File: src/core/gam_pkg.sv
// package of constants and types for the general addressing mode decoder
package gam_pkg;
  localparam logic [4:0] GAM_REG_LO     = 5'h00;
  localparam logic [4:0] GAM_REG_HI     = 5'h07;
  localparam logic [4:0] GAM_RREL_LO    = 5'h08;
  localparam logic [4:0] GAM_RREL_HI    = 5'h0f;
  localparam logic [4:0] GAM_MREL_FRAME = 5'h10;
  localparam logic [4:0] GAM_MREL_STACK = 5'h11;
  localparam logic [4:0] GAM_MREL_SBASE = 5'h12;
  localparam logic [4:0] GAM_RESERVED   = 5'h13;
  localparam logic [4:0] GAM_IMMEDIATE  = 5'h14;
  localparam logic [4:0] GAM_ABSOLUTE   = 5'h15;
  localparam logic [4:0] GAM_LINK_TABLE = 5'h16;
  localparam logic [4:0] GAM_TOP_STACK  = 5'h17;
  localparam logic [4:0] GAM_MSP_FRAME  = 5'h18;
  localparam logic [4:0] GAM_MSP_STACK  = 5'h19;
  localparam logic [4:0] GAM_MSP_SBASE  = 5'h1a;
  localparam logic [4:0] GAM_MSP_PC     = 5'h1b;
  localparam logic [4:0] GAM_INDEX_LO   = 5'h1c;
  // index byte layout: base mode in [7:3], index register in [2:0]
  localparam int GAM_IDX_MODE_POS = 3;
  localparam int GAM_IDX_REG_POS  = 0;
  localparam int GAM_RST_CYCLES   = 1;

  // effective address computation class, one-hot
  typedef enum logic [9:0] {
    GAM_C_NONE     = 10'h001,
    GAM_C_REG      = 10'h002,
    GAM_C_REG_REL  = 10'h004,
    GAM_C_MEM_REL  = 10'h008,
    GAM_C_IMM      = 10'h010,
    GAM_C_ABS      = 10'h020,
    GAM_C_LINK     = 10'h040,
    GAM_C_STACKTOP = 10'h080,
    GAM_C_MEM_SPC  = 10'h100,
    GAM_C_ILLEGAL  = 10'h200
  } gam_class_type;

  // base register selection for the address unit
  typedef enum logic [5:0] {
    GAM_B_NONE  = 6'h01,
    GAM_B_GPR   = 6'h02,
    GAM_B_FRAME = 6'h04,
    GAM_B_STACK = 6'h08,
    GAM_B_SBASE = 6'h10,
    GAM_B_PC    = 6'h20
  } gam_base_type;
endpackage

File: src/core/gam_decoder.sv
// general addressing mode decoder, one cycle of latency
`timescale 1ns/100ps
`default_nettype none
// Summary of operation
// - codes 0 to 7 pick register 0..7 (or floating) directly, no address
// - codes 16..18 fetch pointer at disp1 plus frame/stack/static base, add disp2
// - code 19 is reserved and decodes as illegal
// - code 20 takes operand from instruction queue, no address
// - code 22 reads pointer from link table entry disp1, adds disp2
// - code 23 uses status-selected stack pointer with automatic adjust
// - codes 24..27 add displacement to frame, stack, static base or pc
// - codes 28..31 add index register scaled by 1, 2, 4 or 8
// - scaled modes take base mode and index register from the index byte
// - top of stack pushes on write and pops on read
// - scaled index not allowed on immediate or another scaled index base
// - immediate mode refused for a written operand
module gam_decoder (
  input  wire logic       sys_clk,
  input  wire logic       rst,
  input  wire logic       dec_valid,
  input  wire logic [4:0] mode_field,
  input  wire logic [7:0] index_byte,
  input  wire logic       operand_write,
  input  wire logic       float_op,
  input  wire logic       user_stack_sel,
  output logic            out_valid,
  output logic [9:0]      ea_class,
  output logic [5:0]      ea_base,
  output logic [2:0]      reg_num,
  output logic            reg_is_float,
  output logic            use_disp1,
  output logic            use_disp2,
  output logic            mem_indirect,
  output logic            indexed,
  output logic [3:0]      index_scale,
  output logic [2:0]      index_reg,
  output logic            stack_user,
  output logic            stack_push,
  output logic            stack_pop,
  output logic            mode_illegal
);

  ////////////////////////////////////////////////////////////////////////
  // state
  typedef struct packed {
    logic       valid;
    logic [9:0] cls;
    logic [5:0] base;
    logic [2:0] rnum;
    logic       rflt;
    logic       d1;
    logic       d2;
    logic       ind;
    logic       idx;
    logic [3:0] scale;
    logic [2:0] ireg;
    logic       suser;
    logic       push;
    logic       pop;
    logic       ill;
  } gam_state_type;

  gam_state_type st_r;
  gam_state_type st_nxt;
  logic [4:0]    base_mode;
  logic          is_scaled;

  ////////////////////////////////////////////////////////////////////////
  // decode of mode field and index byte
  always_comb begin
    is_scaled = mode_field >= gam_pkg::GAM_INDEX_LO;
    // scaled modes take their base mode from the index byte
    base_mode = is_scaled ? index_byte[gam_pkg::GAM_IDX_MODE_POS +: 5] : mode_field;
    st_nxt = '0;
    st_nxt.valid = dec_valid;
    st_nxt.cls = gam_pkg::GAM_C_NONE;
    st_nxt.base = gam_pkg::GAM_B_NONE;
    if (dec_valid) begin
      if (is_scaled) begin
        st_nxt.idx = 1'b1;
        st_nxt.scale = 4'h1 << mode_field[1:0];
        st_nxt.ireg = index_byte[gam_pkg::GAM_IDX_REG_POS +: 3];
      end
      if (base_mode <= gam_pkg::GAM_REG_HI) begin
        st_nxt.cls = gam_pkg::GAM_C_REG;
        st_nxt.rnum = base_mode[2:0];
        st_nxt.rflt = float_op;
      end else if (base_mode <= gam_pkg::GAM_RREL_HI) begin
        st_nxt.cls = gam_pkg::GAM_C_REG_REL;
        st_nxt.base = gam_pkg::GAM_B_GPR;
        st_nxt.rnum = base_mode[2:0];
        st_nxt.d1 = 1'b1;
      end else if (base_mode <= gam_pkg::GAM_MREL_SBASE) begin
        st_nxt.cls = gam_pkg::GAM_C_MEM_REL;
        st_nxt.d1 = 1'b1;
        st_nxt.d2 = 1'b1;
        st_nxt.ind = 1'b1;
        st_nxt.suser = user_stack_sel;
        st_nxt.base = (base_mode == gam_pkg::GAM_MREL_FRAME) ? gam_pkg::GAM_B_FRAME :
                      (base_mode == gam_pkg::GAM_MREL_STACK) ? gam_pkg::GAM_B_STACK :
                      gam_pkg::GAM_B_SBASE;
      end else if (base_mode == gam_pkg::GAM_RESERVED) begin
        st_nxt.cls = gam_pkg::GAM_C_ILLEGAL;
        st_nxt.ill = 1'b1;
      end else if (base_mode == gam_pkg::GAM_IMMEDIATE) begin
        st_nxt.cls = gam_pkg::GAM_C_IMM;
        // immediate refused as destination or as scaled base
        st_nxt.ill = operand_write | is_scaled;
      end else if (base_mode == gam_pkg::GAM_ABSOLUTE) begin
        st_nxt.cls = gam_pkg::GAM_C_ABS;
        st_nxt.d1 = 1'b1;
      end else if (base_mode == gam_pkg::GAM_LINK_TABLE) begin
        st_nxt.cls = gam_pkg::GAM_C_LINK;
        st_nxt.d1 = 1'b1;
        st_nxt.d2 = 1'b1;
        st_nxt.ind = 1'b1;
      end else if (base_mode == gam_pkg::GAM_TOP_STACK) begin
        st_nxt.cls = gam_pkg::GAM_C_STACKTOP;
        st_nxt.base = gam_pkg::GAM_B_STACK;
        st_nxt.suser = user_stack_sel;
        st_nxt.push = operand_write;
        st_nxt.pop = ~operand_write;
      end else if (base_mode <= gam_pkg::GAM_MSP_PC) begin
        st_nxt.cls = gam_pkg::GAM_C_MEM_SPC;
        st_nxt.d1 = 1'b1;
        st_nxt.suser = user_stack_sel;
        unique case (base_mode[1:0])
          2'h0: st_nxt.base = gam_pkg::GAM_B_FRAME;
          2'h1: st_nxt.base = gam_pkg::GAM_B_STACK;
          2'h2: st_nxt.base = gam_pkg::GAM_B_SBASE;
          2'h3: st_nxt.base = gam_pkg::GAM_B_PC;
        endcase
      end else begin
        // a scaled index as base of a scaled index
        st_nxt.cls = gam_pkg::GAM_C_ILLEGAL;
        st_nxt.ill = 1'b1;
      end
    end
  end

  ////////////////////////////////////////////////////////////////////////
  // state register
  always_ff @(posedge sys_clk or posedge rst) begin
    if (rst) begin
      st_r <= '{cls: gam_pkg::GAM_C_NONE, base: gam_pkg::GAM_B_NONE, default: '0};
    end else begin
      st_r <= st_nxt;
    end
  end

  // outputs straight from the state register
  assign out_valid    = st_r.valid;
  assign ea_class     = st_r.cls;
  assign ea_base      = st_r.base;
  assign reg_num      = st_r.rnum;
  assign reg_is_float = st_r.rflt;
  assign use_disp1    = st_r.d1;
  assign use_disp2    = st_r.d2;
  assign mem_indirect = st_r.ind;
  assign indexed      = st_r.idx;
  assign index_scale  = st_r.scale;
  assign index_reg    = st_r.ireg;
  assign stack_user   = st_r.suser;
  assign stack_push   = st_r.push;
  assign stack_pop    = st_r.pop;
  assign mode_illegal = st_r.ill;

  ////////////////////////////////////////////////////////////////////////
  // assertions
  property p_reg_direct;
    @(posedge sys_clk) disable iff (rst)
      dec_valid && mode_field <= 5'h07 |=> ea_class == gam_pkg::GAM_C_REG && reg_num == $past(mode_field[2:0]);
  endproperty
  a_reg_direct: assert property (p_reg_direct) else $error("register mode misdecoded");

  property p_reg_rel;
    @(posedge sys_clk) disable iff (rst)
      dec_valid && mode_field[4:3] == 2'h1 |=> ea_base == gam_pkg::GAM_B_GPR && use_disp1 && !use_disp2;
  endproperty
  a_reg_rel: assert property (p_reg_rel) else $error("register relative misdecoded");

  property p_mem_rel;
    @(posedge sys_clk) disable iff (rst)
      dec_valid && mode_field == 5'h11 |=> mem_indirect && use_disp2 && ea_base == gam_pkg::GAM_B_STACK;
  endproperty
  a_mem_rel: assert property (p_mem_rel) else $error("memory relative misdecoded");

  property p_reserved;
    @(posedge sys_clk) disable iff (rst)
      dec_valid && mode_field == 5'h13 |=> mode_illegal && out_valid;
  endproperty
  a_reserved: assert property (p_reserved) else $error("reserved code accepted");

  property p_imm_write;
    @(posedge sys_clk) disable iff (rst)
      dec_valid && mode_field == 5'h14 |=> mode_illegal == $past(operand_write) && ea_class == gam_pkg::GAM_C_IMM;
  endproperty
  a_imm_write: assert property (p_imm_write) else $error("immediate write check wrong");

  property p_abs;
    @(posedge sys_clk) disable iff (rst)
      dec_valid && mode_field == 5'h15 |=> ea_base == gam_pkg::GAM_B_NONE && use_disp1 && !mem_indirect;
  endproperty
  a_abs: assert property (p_abs) else $error("absolute mode misdecoded");

  property p_tos;
    @(posedge sys_clk) disable iff (rst)
      dec_valid && mode_field == 5'h17 |=> stack_push == $past(operand_write) && stack_pop != stack_push
        && stack_user == $past(user_stack_sel);
  endproperty
  a_tos: assert property (p_tos) else $error("top of stack adjust wrong");

  property p_scale;
    @(posedge sys_clk) disable iff (rst)
      dec_valid && mode_field >= 5'h1c |=> indexed && index_scale == (4'h1 << $past(mode_field[1:0]))
        && index_reg == $past(index_byte[2:0]);
  endproperty
  a_scale: assert property (p_scale) else $error("scaled index wrong");

  property p_nested;
    @(posedge sys_clk) disable iff (rst)
      dec_valid && mode_field >= 5'h1c && index_byte[7:3] >= 5'h1c |=> mode_illegal;
  endproperty
  a_nested: assert property (p_nested) else $error("nested index accepted");

endmodule
`default_nettype wire

File: config.mk
export PLATFORM = sky130hd
export DESIGN_NAME = gam_decoder
export DESIGN_NICKNAME = d
export VERILOG_FILES = /design/src/core/gam_pkg.sv /design/src/core/gam_decoder.sv
export SDC_FILE = /design/constraint.sdc
export NUM_CORES = 1
export LEC_CHECK = 0
export BUFFER_PORTS_ARGS = -buffer_cell sky130_fd_sc_hd__clkbuf_2
export CORE_MARGIN = 5
export CORE_UTILIZATION = 47
export DETAILED_ROUTE_END_ITERATION = 7
export GPL_TIMING_DRIVEN = 0
export PLACE_DENSITY = 0.78
export SLEW_MARGIN = 20
export SYNTH_ARGS = -nofsm -noshare
export SYNTH_HDL_FRONTEND = slang
export SYNTH_SLANG_ARGS = --single-unit
File: constraint.sdc
create_clock -name sys_clk -period 1.31 [get_ports sys_clk]
set_clock_uncertainty 0.2 [all_clocks]
set_input_delay 0.131 -clock sys_clk [delete_from_list [all_inputs] [get_ports sys_clk]]
set_output_delay 0.131 -clock sys_clk [all_outputs]
set_load 0.005 [all_outputs]
==> metrics.cfg, run 1 <==
[run_status]
outcome=complete, but fails checks
violations_in_the_final_reports=hold timing

[finish]
layout.area.seq_um2=853
mostFrequentLayoutCell=clkbuf_2
postLayoutCoreUtil=0.689
layout.filler_cells=197
stdcell_area_um2=1900
antenna_cells_inserted=0
largest_reg_flops=9
drive_above_1_share=0.387
multi_input_comb_area_um2=485
syn_to_final_growth_pct=39.9
layout.cells.most_common_list=clkbuf_2 (50), dfrtp_1 (32), dlygate4sd3_1 (15), nor2_1 (12), nand2_1 (10)
final_nets=209

[critical_path]
crit_path_max_fanout=1
cp_data_required_time_ns=0.98
cp_top_family=flip-flops
critical_path.endpoint=ea_base[0]
worstSetupStartpointType=flop
worst_setup_path_startpoint=ea_base[0]$_DFF_PP1_
critical-path-max-stage-delay_ns=0.54
critical_path.slowest_cell=dfstp_2
arrival_ns=0.96
critical_path_buf_inv_count=1
worst-path-stages=1
crit_chain=buf_6
endpoint_class_of_the_critical_path=output port
critical_path_class=reg2out

[route]
drc=0
routed_wire_per_std_cell_um=15.9
vias=1185
postRouteAntennaNets=0
detail_route.iter0.violations=47
post_detailed_route_via_to_cell_ratio=5.34
drt_pass1_iterations=4
postRouteWirelength_um=3530

[placed_design]
gp_congestion=0.822
portBuffers=53
dp_wirelength_um=2410
dpl_cell_area_um2=1670

[yosys]
syn_inst=117
mappedNetlistArea_um2=1360
most_area_hungry_cell_type_in_the_yosys_netlist=dfrtp_1
synth_seq_area_share=0.628
synth_warnings=0
postSynthAreaPerCell_um2=11.6
postSynthRegisterBits=34
ys.flop_type=dfrtp_1
yosys.cell_types.count=31
mappedNetlistNets=136
synth_edf_count=0
netlist.area_leader.share=0.589
async_reset_ff_frac=1.00
synthTopCellsByArea=dfrtp_1 (59%), dfstp_2 (3.9%), nor2_1 (3.6%)

[clocking]
post_cts_buffers=0
cts_htree_levels=2
cts_tree=done
clock-sinks=34
max-clock-path-buffers=2
cts_inserted_buffers=5
worst_setup_hold_path_clk_slew_ns=0.10
cts-hold-fix-buffers=15
cts-root-buf=clkbuf_4

[power_and_ir_drop]
power_leakage_nw=0.978
cell_area_power_density_nw_per_um2=1040
max-vdd-ir-drop_v=0.000890
finalPower_mw=1.97

[die]
initial_utilization=0.493
floorplan_core_area_um2=2760
die_w_um=63.8
die-area_um2=4070
fp.dieH_um=63.8
rows=19
ioPinCount=55

[global_routing]
met3_resource_use_gr=0.0648
grt_remaining_overflow=0
global_route.usage.total=0.194
number_of_global_route_vias_before_repair=1287
antenna_violations_before_repair=0
grt_first_pass_wirelength_um=6110
grt_max_degree=35
groute.layer.met1.usage=0.225
use_met2=0.327
global_route.peak_usage_layer=met2

[sta]
hold-worst-slack_ns=-0.0172
worst-slew-pin-transition_ns=0.670
timing_hold_violations_final=4
slew_violations=0
max_slew_margin=0.553
fin_tns_setup_ns=0
final.period_utilization=0.986
clock.fmax_mhz=774
setup_violations=0
setup_repair_after_global_routing_missed_its_margin=yes
final_period_minus_worst_setup_slack_ns=1.29

[job]
timing.max_cap.violations=0

[hold_path]
hold_class=in2reg

## cells by family (layout without fill, tap and decap cells)
| kind of cell | after synthesis | after routing | synth area share |
|---|---|---|---|
| simple gates | 50 | 50 | 0.205 |
| buf+inv | 8 | 82 | 0.0285 |
| flops | 34 | 34 | 0.628 |
| compound gates | 19 | 19 | 0.0875 |
| mux | 6 | 6 | 0.0506 |
## per-layer routing
layer	up-vias	share of wire
met5	-	0
met4	0	0.028
met3	10	0.076
met2	55	0.52
met1	572	0.38
li1	548	-
## stage by stage
step           cells  hold WS (ns)  worst slack [ns]
6_report         222       -0.0172            0.0178
5_1_grt          222       -0.0120           -0.0306
3_5_place_dp     201        0.0555            -0.325
3_3_place_gp     201        0.0943            -0.270
4_1_cts          224       -0.0442          0.000919
2_1_floorplan    117       -0.0376           -0.0756
## worst min path at each step
stage | startpoint | endpoint | slack [ns] | depth (start not counted)
floorplan | dec_valid | out_valid$_DFF_PP0_ | -0.04 | 0
global placement | dec_valid | out_valid$_DFF_PP0_ | 0.09 | 1
detailed placement | rst | indexed$_DFF_PP0_ | 0.06 | 2
CTS | mode_field[1] | reg_num[1]$_DFF_PP0_ | -0.04 | 3
global route | mode_field[3] | ea_base[1]$_DFF_PP0_ | -0.01 | 3
finish | mode_field[1] | reg_num[1]$_DFF_PP0_ | -0.02 | 3
## worst min-delay path, cell delays in order
cell and delay (ns):
clkbuf_2 0.12, mux2i_2 0.11, nor2_1 0.12
## synth_stat cells (2+ instances only)
master,number
dfstp_2,2
dfrtp_1,32
nand3_1,2
o21a_1,3
o21ai_0,3
mux2i_1,4
a211oi_1,3
nor3_1,3
nor3b_1,2
buf_4,2
a21oi_1,5
nor2_1,13
nand2_1,10
and2_1,4
o21ai_1,2
nand3b_1,5
inv_1,4
nor4_1,5
## cell type report
cell class / count / area share
Clock buffer: 8 / 0.0309
Sequential cell: 34 / 0.449
Inverter: 4 / 0.00790
Buffer: 2 / 0.00790
Multi-Input combinational cell: 75 / 0.255
Tap cell: 31 / 0.0204
Timing Repair Buffer: 68 / 0.228
## power breakdown
group | internal (mW) | switching, mW | total [mW]
combinational | 0.125 | 0.161 | 0.286
clock | 0.265 | 0.328 | 0.592
sequential | 1.08 | 0.0101 | 1.09
## repair_timing
action                                 CTS  global route
gates resized for setup                  0             8
setup endpoints to repair                0            18
endpoints found under the hold margin   55             4
Power figures use the tool's default switching activity.
==> run 2, diff against run 1 <==
--- a/config.mk
+++ b/config.mk
@@ -5,9 +5,10 @@
 export SDC_FILE = /design/constraint.sdc
 export NUM_CORES = 1
 export LEC_CHECK = 0
+export ABC_AREA = 1
 export BUFFER_PORTS_ARGS = -buffer_cell sky130_fd_sc_hd__clkbuf_2
 export CORE_MARGIN = 5
-export CORE_UTILIZATION = 47
+export CORE_UTILIZATION = 48
 export DETAILED_ROUTE_END_ITERATION = 7
 export GPL_TIMING_DRIVEN = 0
 export PLACE_DENSITY = 0.78
==> run 2 against run 1 <==
The run ends with hold timing, setup timing left. Critical path depth unchanged. Core utilization down 1.1 points. Hold slack gained 0.0031 ns. Critical path type unchanged. Highest routed layer unchanged.
==> metrics.cfg, run 2 <==
[sta]
clock.fmax_mhz=762  ; -1.6%
timing.final.ws_setup_ns=-0.00310  ; -0.0209 ns
hold-worst-slack_ns=-0.0141  ; +0.00310 ns
slew_violations=0  ; unchanged
setup_violations=1  ; +1
final_period_minus_worst_setup_slack_ns=1.31  ; +0.0209 ns
final.period_utilization=1.00  ; +0.0159
worst-slew-pin-transition_ns=0.660  ; -0.00958 ns
setup_repair_after_global_routing_missed_its_margin=yes
max_slew_margin=0.559  ; +0.00639
timing_hold_violations_final=2  ; -2
fin_tns_setup_ns=-0.00310  ; -0.00310 ns

[job]
timing.max_cap.violations=0  ; unchanged

[yosys]
synth_warnings=0  ; unchanged
async_reset_ff_frac=1.00  ; unchanged
yosysMostFrequentCell=dfrtp_1
postSynthRegisterBits=34  ; unchanged
synth.cells.most_frequent=dfrtp_1 (32), nand2_1 (23), nor2_1 (22)
synth_edf_count=0  ; unchanged
postSynthAreaPerCell_um2=9.65  ; -17%
syn_inst=153  ; +31%
most_area_hungry_cell_type_in_the_yosys_netlist=dfrtp_1
synth_seq_area_share=0.578  ; -0.0500
mappedNetlistArea_um2=1480  ; +8.7%
mappedNetlistNets=172  ; +26%
yosys.cell_types.count=26  ; -16%
netlist.area_leader.share=0.542  ; -0.0469
synthTopCellsByArea=dfrtp_1 (54%), nand2_1 (5.8%), nor2_1 (5.6%)
ys.flop_type=dfrtp_1

[global_routing]
grt_first_pass_wirelength_um=5740  ; -6.1%
met3_resource_use_gr=0.0444  ; -0.0204
groute.layer.met1.usage=0.194  ; -0.0313
use_met2=0.325  ; -0.00251
antenna_violations_before_repair=0  ; unchanged
global_route.usage.total=0.178  ; -0.0166
global_route.peak_usage_layer=met2
grt_remaining_overflow=0  ; unchanged
grt_max_degree=35  ; unchanged
number_of_global_route_vias_before_repair=1311  ; +1.9%

[die]
die-area_um2=4290  ; +5.4%
ioPinCount=55  ; unchanged
floorplan_core_area_um2=3000  ; +8.9%
initial_utilization=0.492  ; -0.00107
rows=20  ; +1
fp.dieH_um=65.5  ; +2.7%
die_w_um=65.5  ; +2.7%

[power_and_ir_drop]
clk_network_pwr_share=0.334  ; +0.033
netSwitchingFraction=0.256  ; +0.00221
cell_area_power_density_nw_per_um2=1050  ; +1.2%
p_seq_frac=0.514  ; -0.040
p_int_mw=1.59  ; +8.0%
max-vdd-ir-drop_v=0.000545  ; -39%
pwr-share-comb=0.152  ; +0.007
netSwitchingPower_mw=0.546  ; +9.3%
power_leakage_nw=1.16  ; +18%

[route]
postRouteAntennaNets=0  ; unchanged
post_detailed_route_via_to_cell_ratio=4.97  ; -6.9%
vias=1302  ; +9.9%
drt_pass1_iterations=5  ; +1
postRouteWirelength_um=3530  ; about the same
detail_route.iter0.violations=53  ; +13%
routed_wire_per_std_cell_um=13.5  ; -15%
drc=0  ; unchanged

[finish]
final_nets=247  ; +18%
syn_to_final_growth_pct=37.9
mostFrequentLayoutCell=clkbuf_2
drive_above_1_share=0.371  ; -0.0163
largest_reg_flops=9  ; unchanged
layout.cells.most_common_list=clkbuf_2 (50), dfrtp_1 (32), nand2_1 (23), nor2_1 (22)
antenna_cells_inserted=0  ; unchanged

[critical_path]
critical_path.endpoint=ea_base[0]
worst_setup_path_startpoint=ea_base[0]$_DFF_PP1_
critical_path.slowest_cell=dfstp_2
critical_path_buf_inv_count=1  ; unchanged
critical_path_class=reg2out
endpoint_class_of_the_critical_path=output port
crit_chain=clkbuf_2
worst-path-stages=1  ; unchanged
worstSetupStartpointType=flop
arrival_ns=0.98  ; +0.02 ns
crit_path_max_fanout=1  ; unchanged
cp_data_required_time_ns=0.98  ; about the same
critical-path-max-stage-delay_ns=0.54  ; about the same
cp_top_family=flip-flops

[hold_path]
hold_class=in2reg
hold-path-cell-count=3  ; unchanged

[clocking]
cts-root-buf=clkbuf_4
clock-sinks=34  ; unchanged
worst_setup_hold_path_clk_slew_ns=0.10  ; about the same
post_cts_buffers=0  ; unchanged
cts_htree_levels=2  ; unchanged
max-clock-path-buffers=2  ; unchanged
cts_tree=done
cts_inserted_buffers=5  ; unchanged

[run_status]
violations_in_the_final_reports=hold timing, setup timing
outcome=complete, but fails checks

[placed_design]
dp_wirelength_um=2330  ; -3.2%
gp_congestion=0.845  ; +2.8%
portBuffers=51  ; -3.8%

## run 2: cell count changes after synthesis, moves of 4 or more
cell | previous run | this run
nand4_1 | 0 | 6
nand2_1 | 10 | 23
nand3_1 | 2 | 7
nor2_1 | 13 | 22
nand2_2 | 0 | 8
inv_1 | 4 | 19
nor4_1 | 5 | 1
mux2i_1 | 4 | 0
and2_1 | 4 | 0
## run 2: metrics by stage
stage	setup slack [ns]	instance area (um2)	cells	power (mW)	util
finish	-0.00310	2040	262	2.14	0.678
global route	-0.0201	2040	262	2.22	0.678
CTS	0.00404	2040	264	2.12	0.680
detailed placement	-0.118	1770	237	1.40	0.590
global placement	-0.105	1770	237	1.39	0.590
floorplan	0.0763	1480	153	1.29	-
## run 2: per-layer routing
metal	part of all wire	routed length (um)
met1	0.39	1390
met2	0.51	1810
met3	0.069	243
met4	0.022	76
met5	0	0
## run 2: timing repair
item,CTS,global route
hold buffers,19,0
endpoints found under the hold margin,54,0
endpoints found under the setup margin,0,5
resized for setup,0,2
## run 2: worst min path at each step
stage | endpoint | startpoint
floorplan | out_valid$_DFF_PP0_ | dec_valid
global placement | stack_pop$_DFF_PP0_ | operand_write
detailed placement | index_reg[0]$_DFF_PP0_ | rst
CTS | reg_num[2]$_DFF_PP0_ | mode_field[2]
global route | reg_num[2]$_DFF_PP0_ | mode_field[2]
finish | reg_num[2]$_DFF_PP0_ | mode_field[2]
## run 2: cell type report
cell class                      count  area [um2]
Fill cell                         230         967
Sequential cell                    34         853
Multi-Input combinational cell     91         488
Timing Repair Buffer               70         454
Inverter                           23        86.3
Clock buffer                        8        78.8
Tap cell                           33        41.3
Buffer                              3        33.8
## run 2: cell families (layout without fill, tap and decap cells)
| family | after synthesis | count (layout) | synth area share |
|---|---|---|---|
| DFF | 34 | 34 | 0.578 |
| and+or+nand+nor | 82 | 82 | 0.285 |
| AOI/OAI and AO/OA | 9 | 9 | 0.0458 |
| buffers and inverters | 28 | 104 | 0.0915 |
## run 2: power groups by stage
stage / Sequential [mW] / Combinational [mW] / Clock [mW]
2_1_floorplan: 1.12 / 0.173 / 0
3_3_place_gp: 1.12 / 0.273 / 0
3_5_place_dp: 1.12 / 0.279 / 0
4_1_cts: 1.10 / 0.325 / 0.700
5_1_grt: 1.10 / 0.363 / 0.757
6_report: 1.10 / 0.326 / 0.713
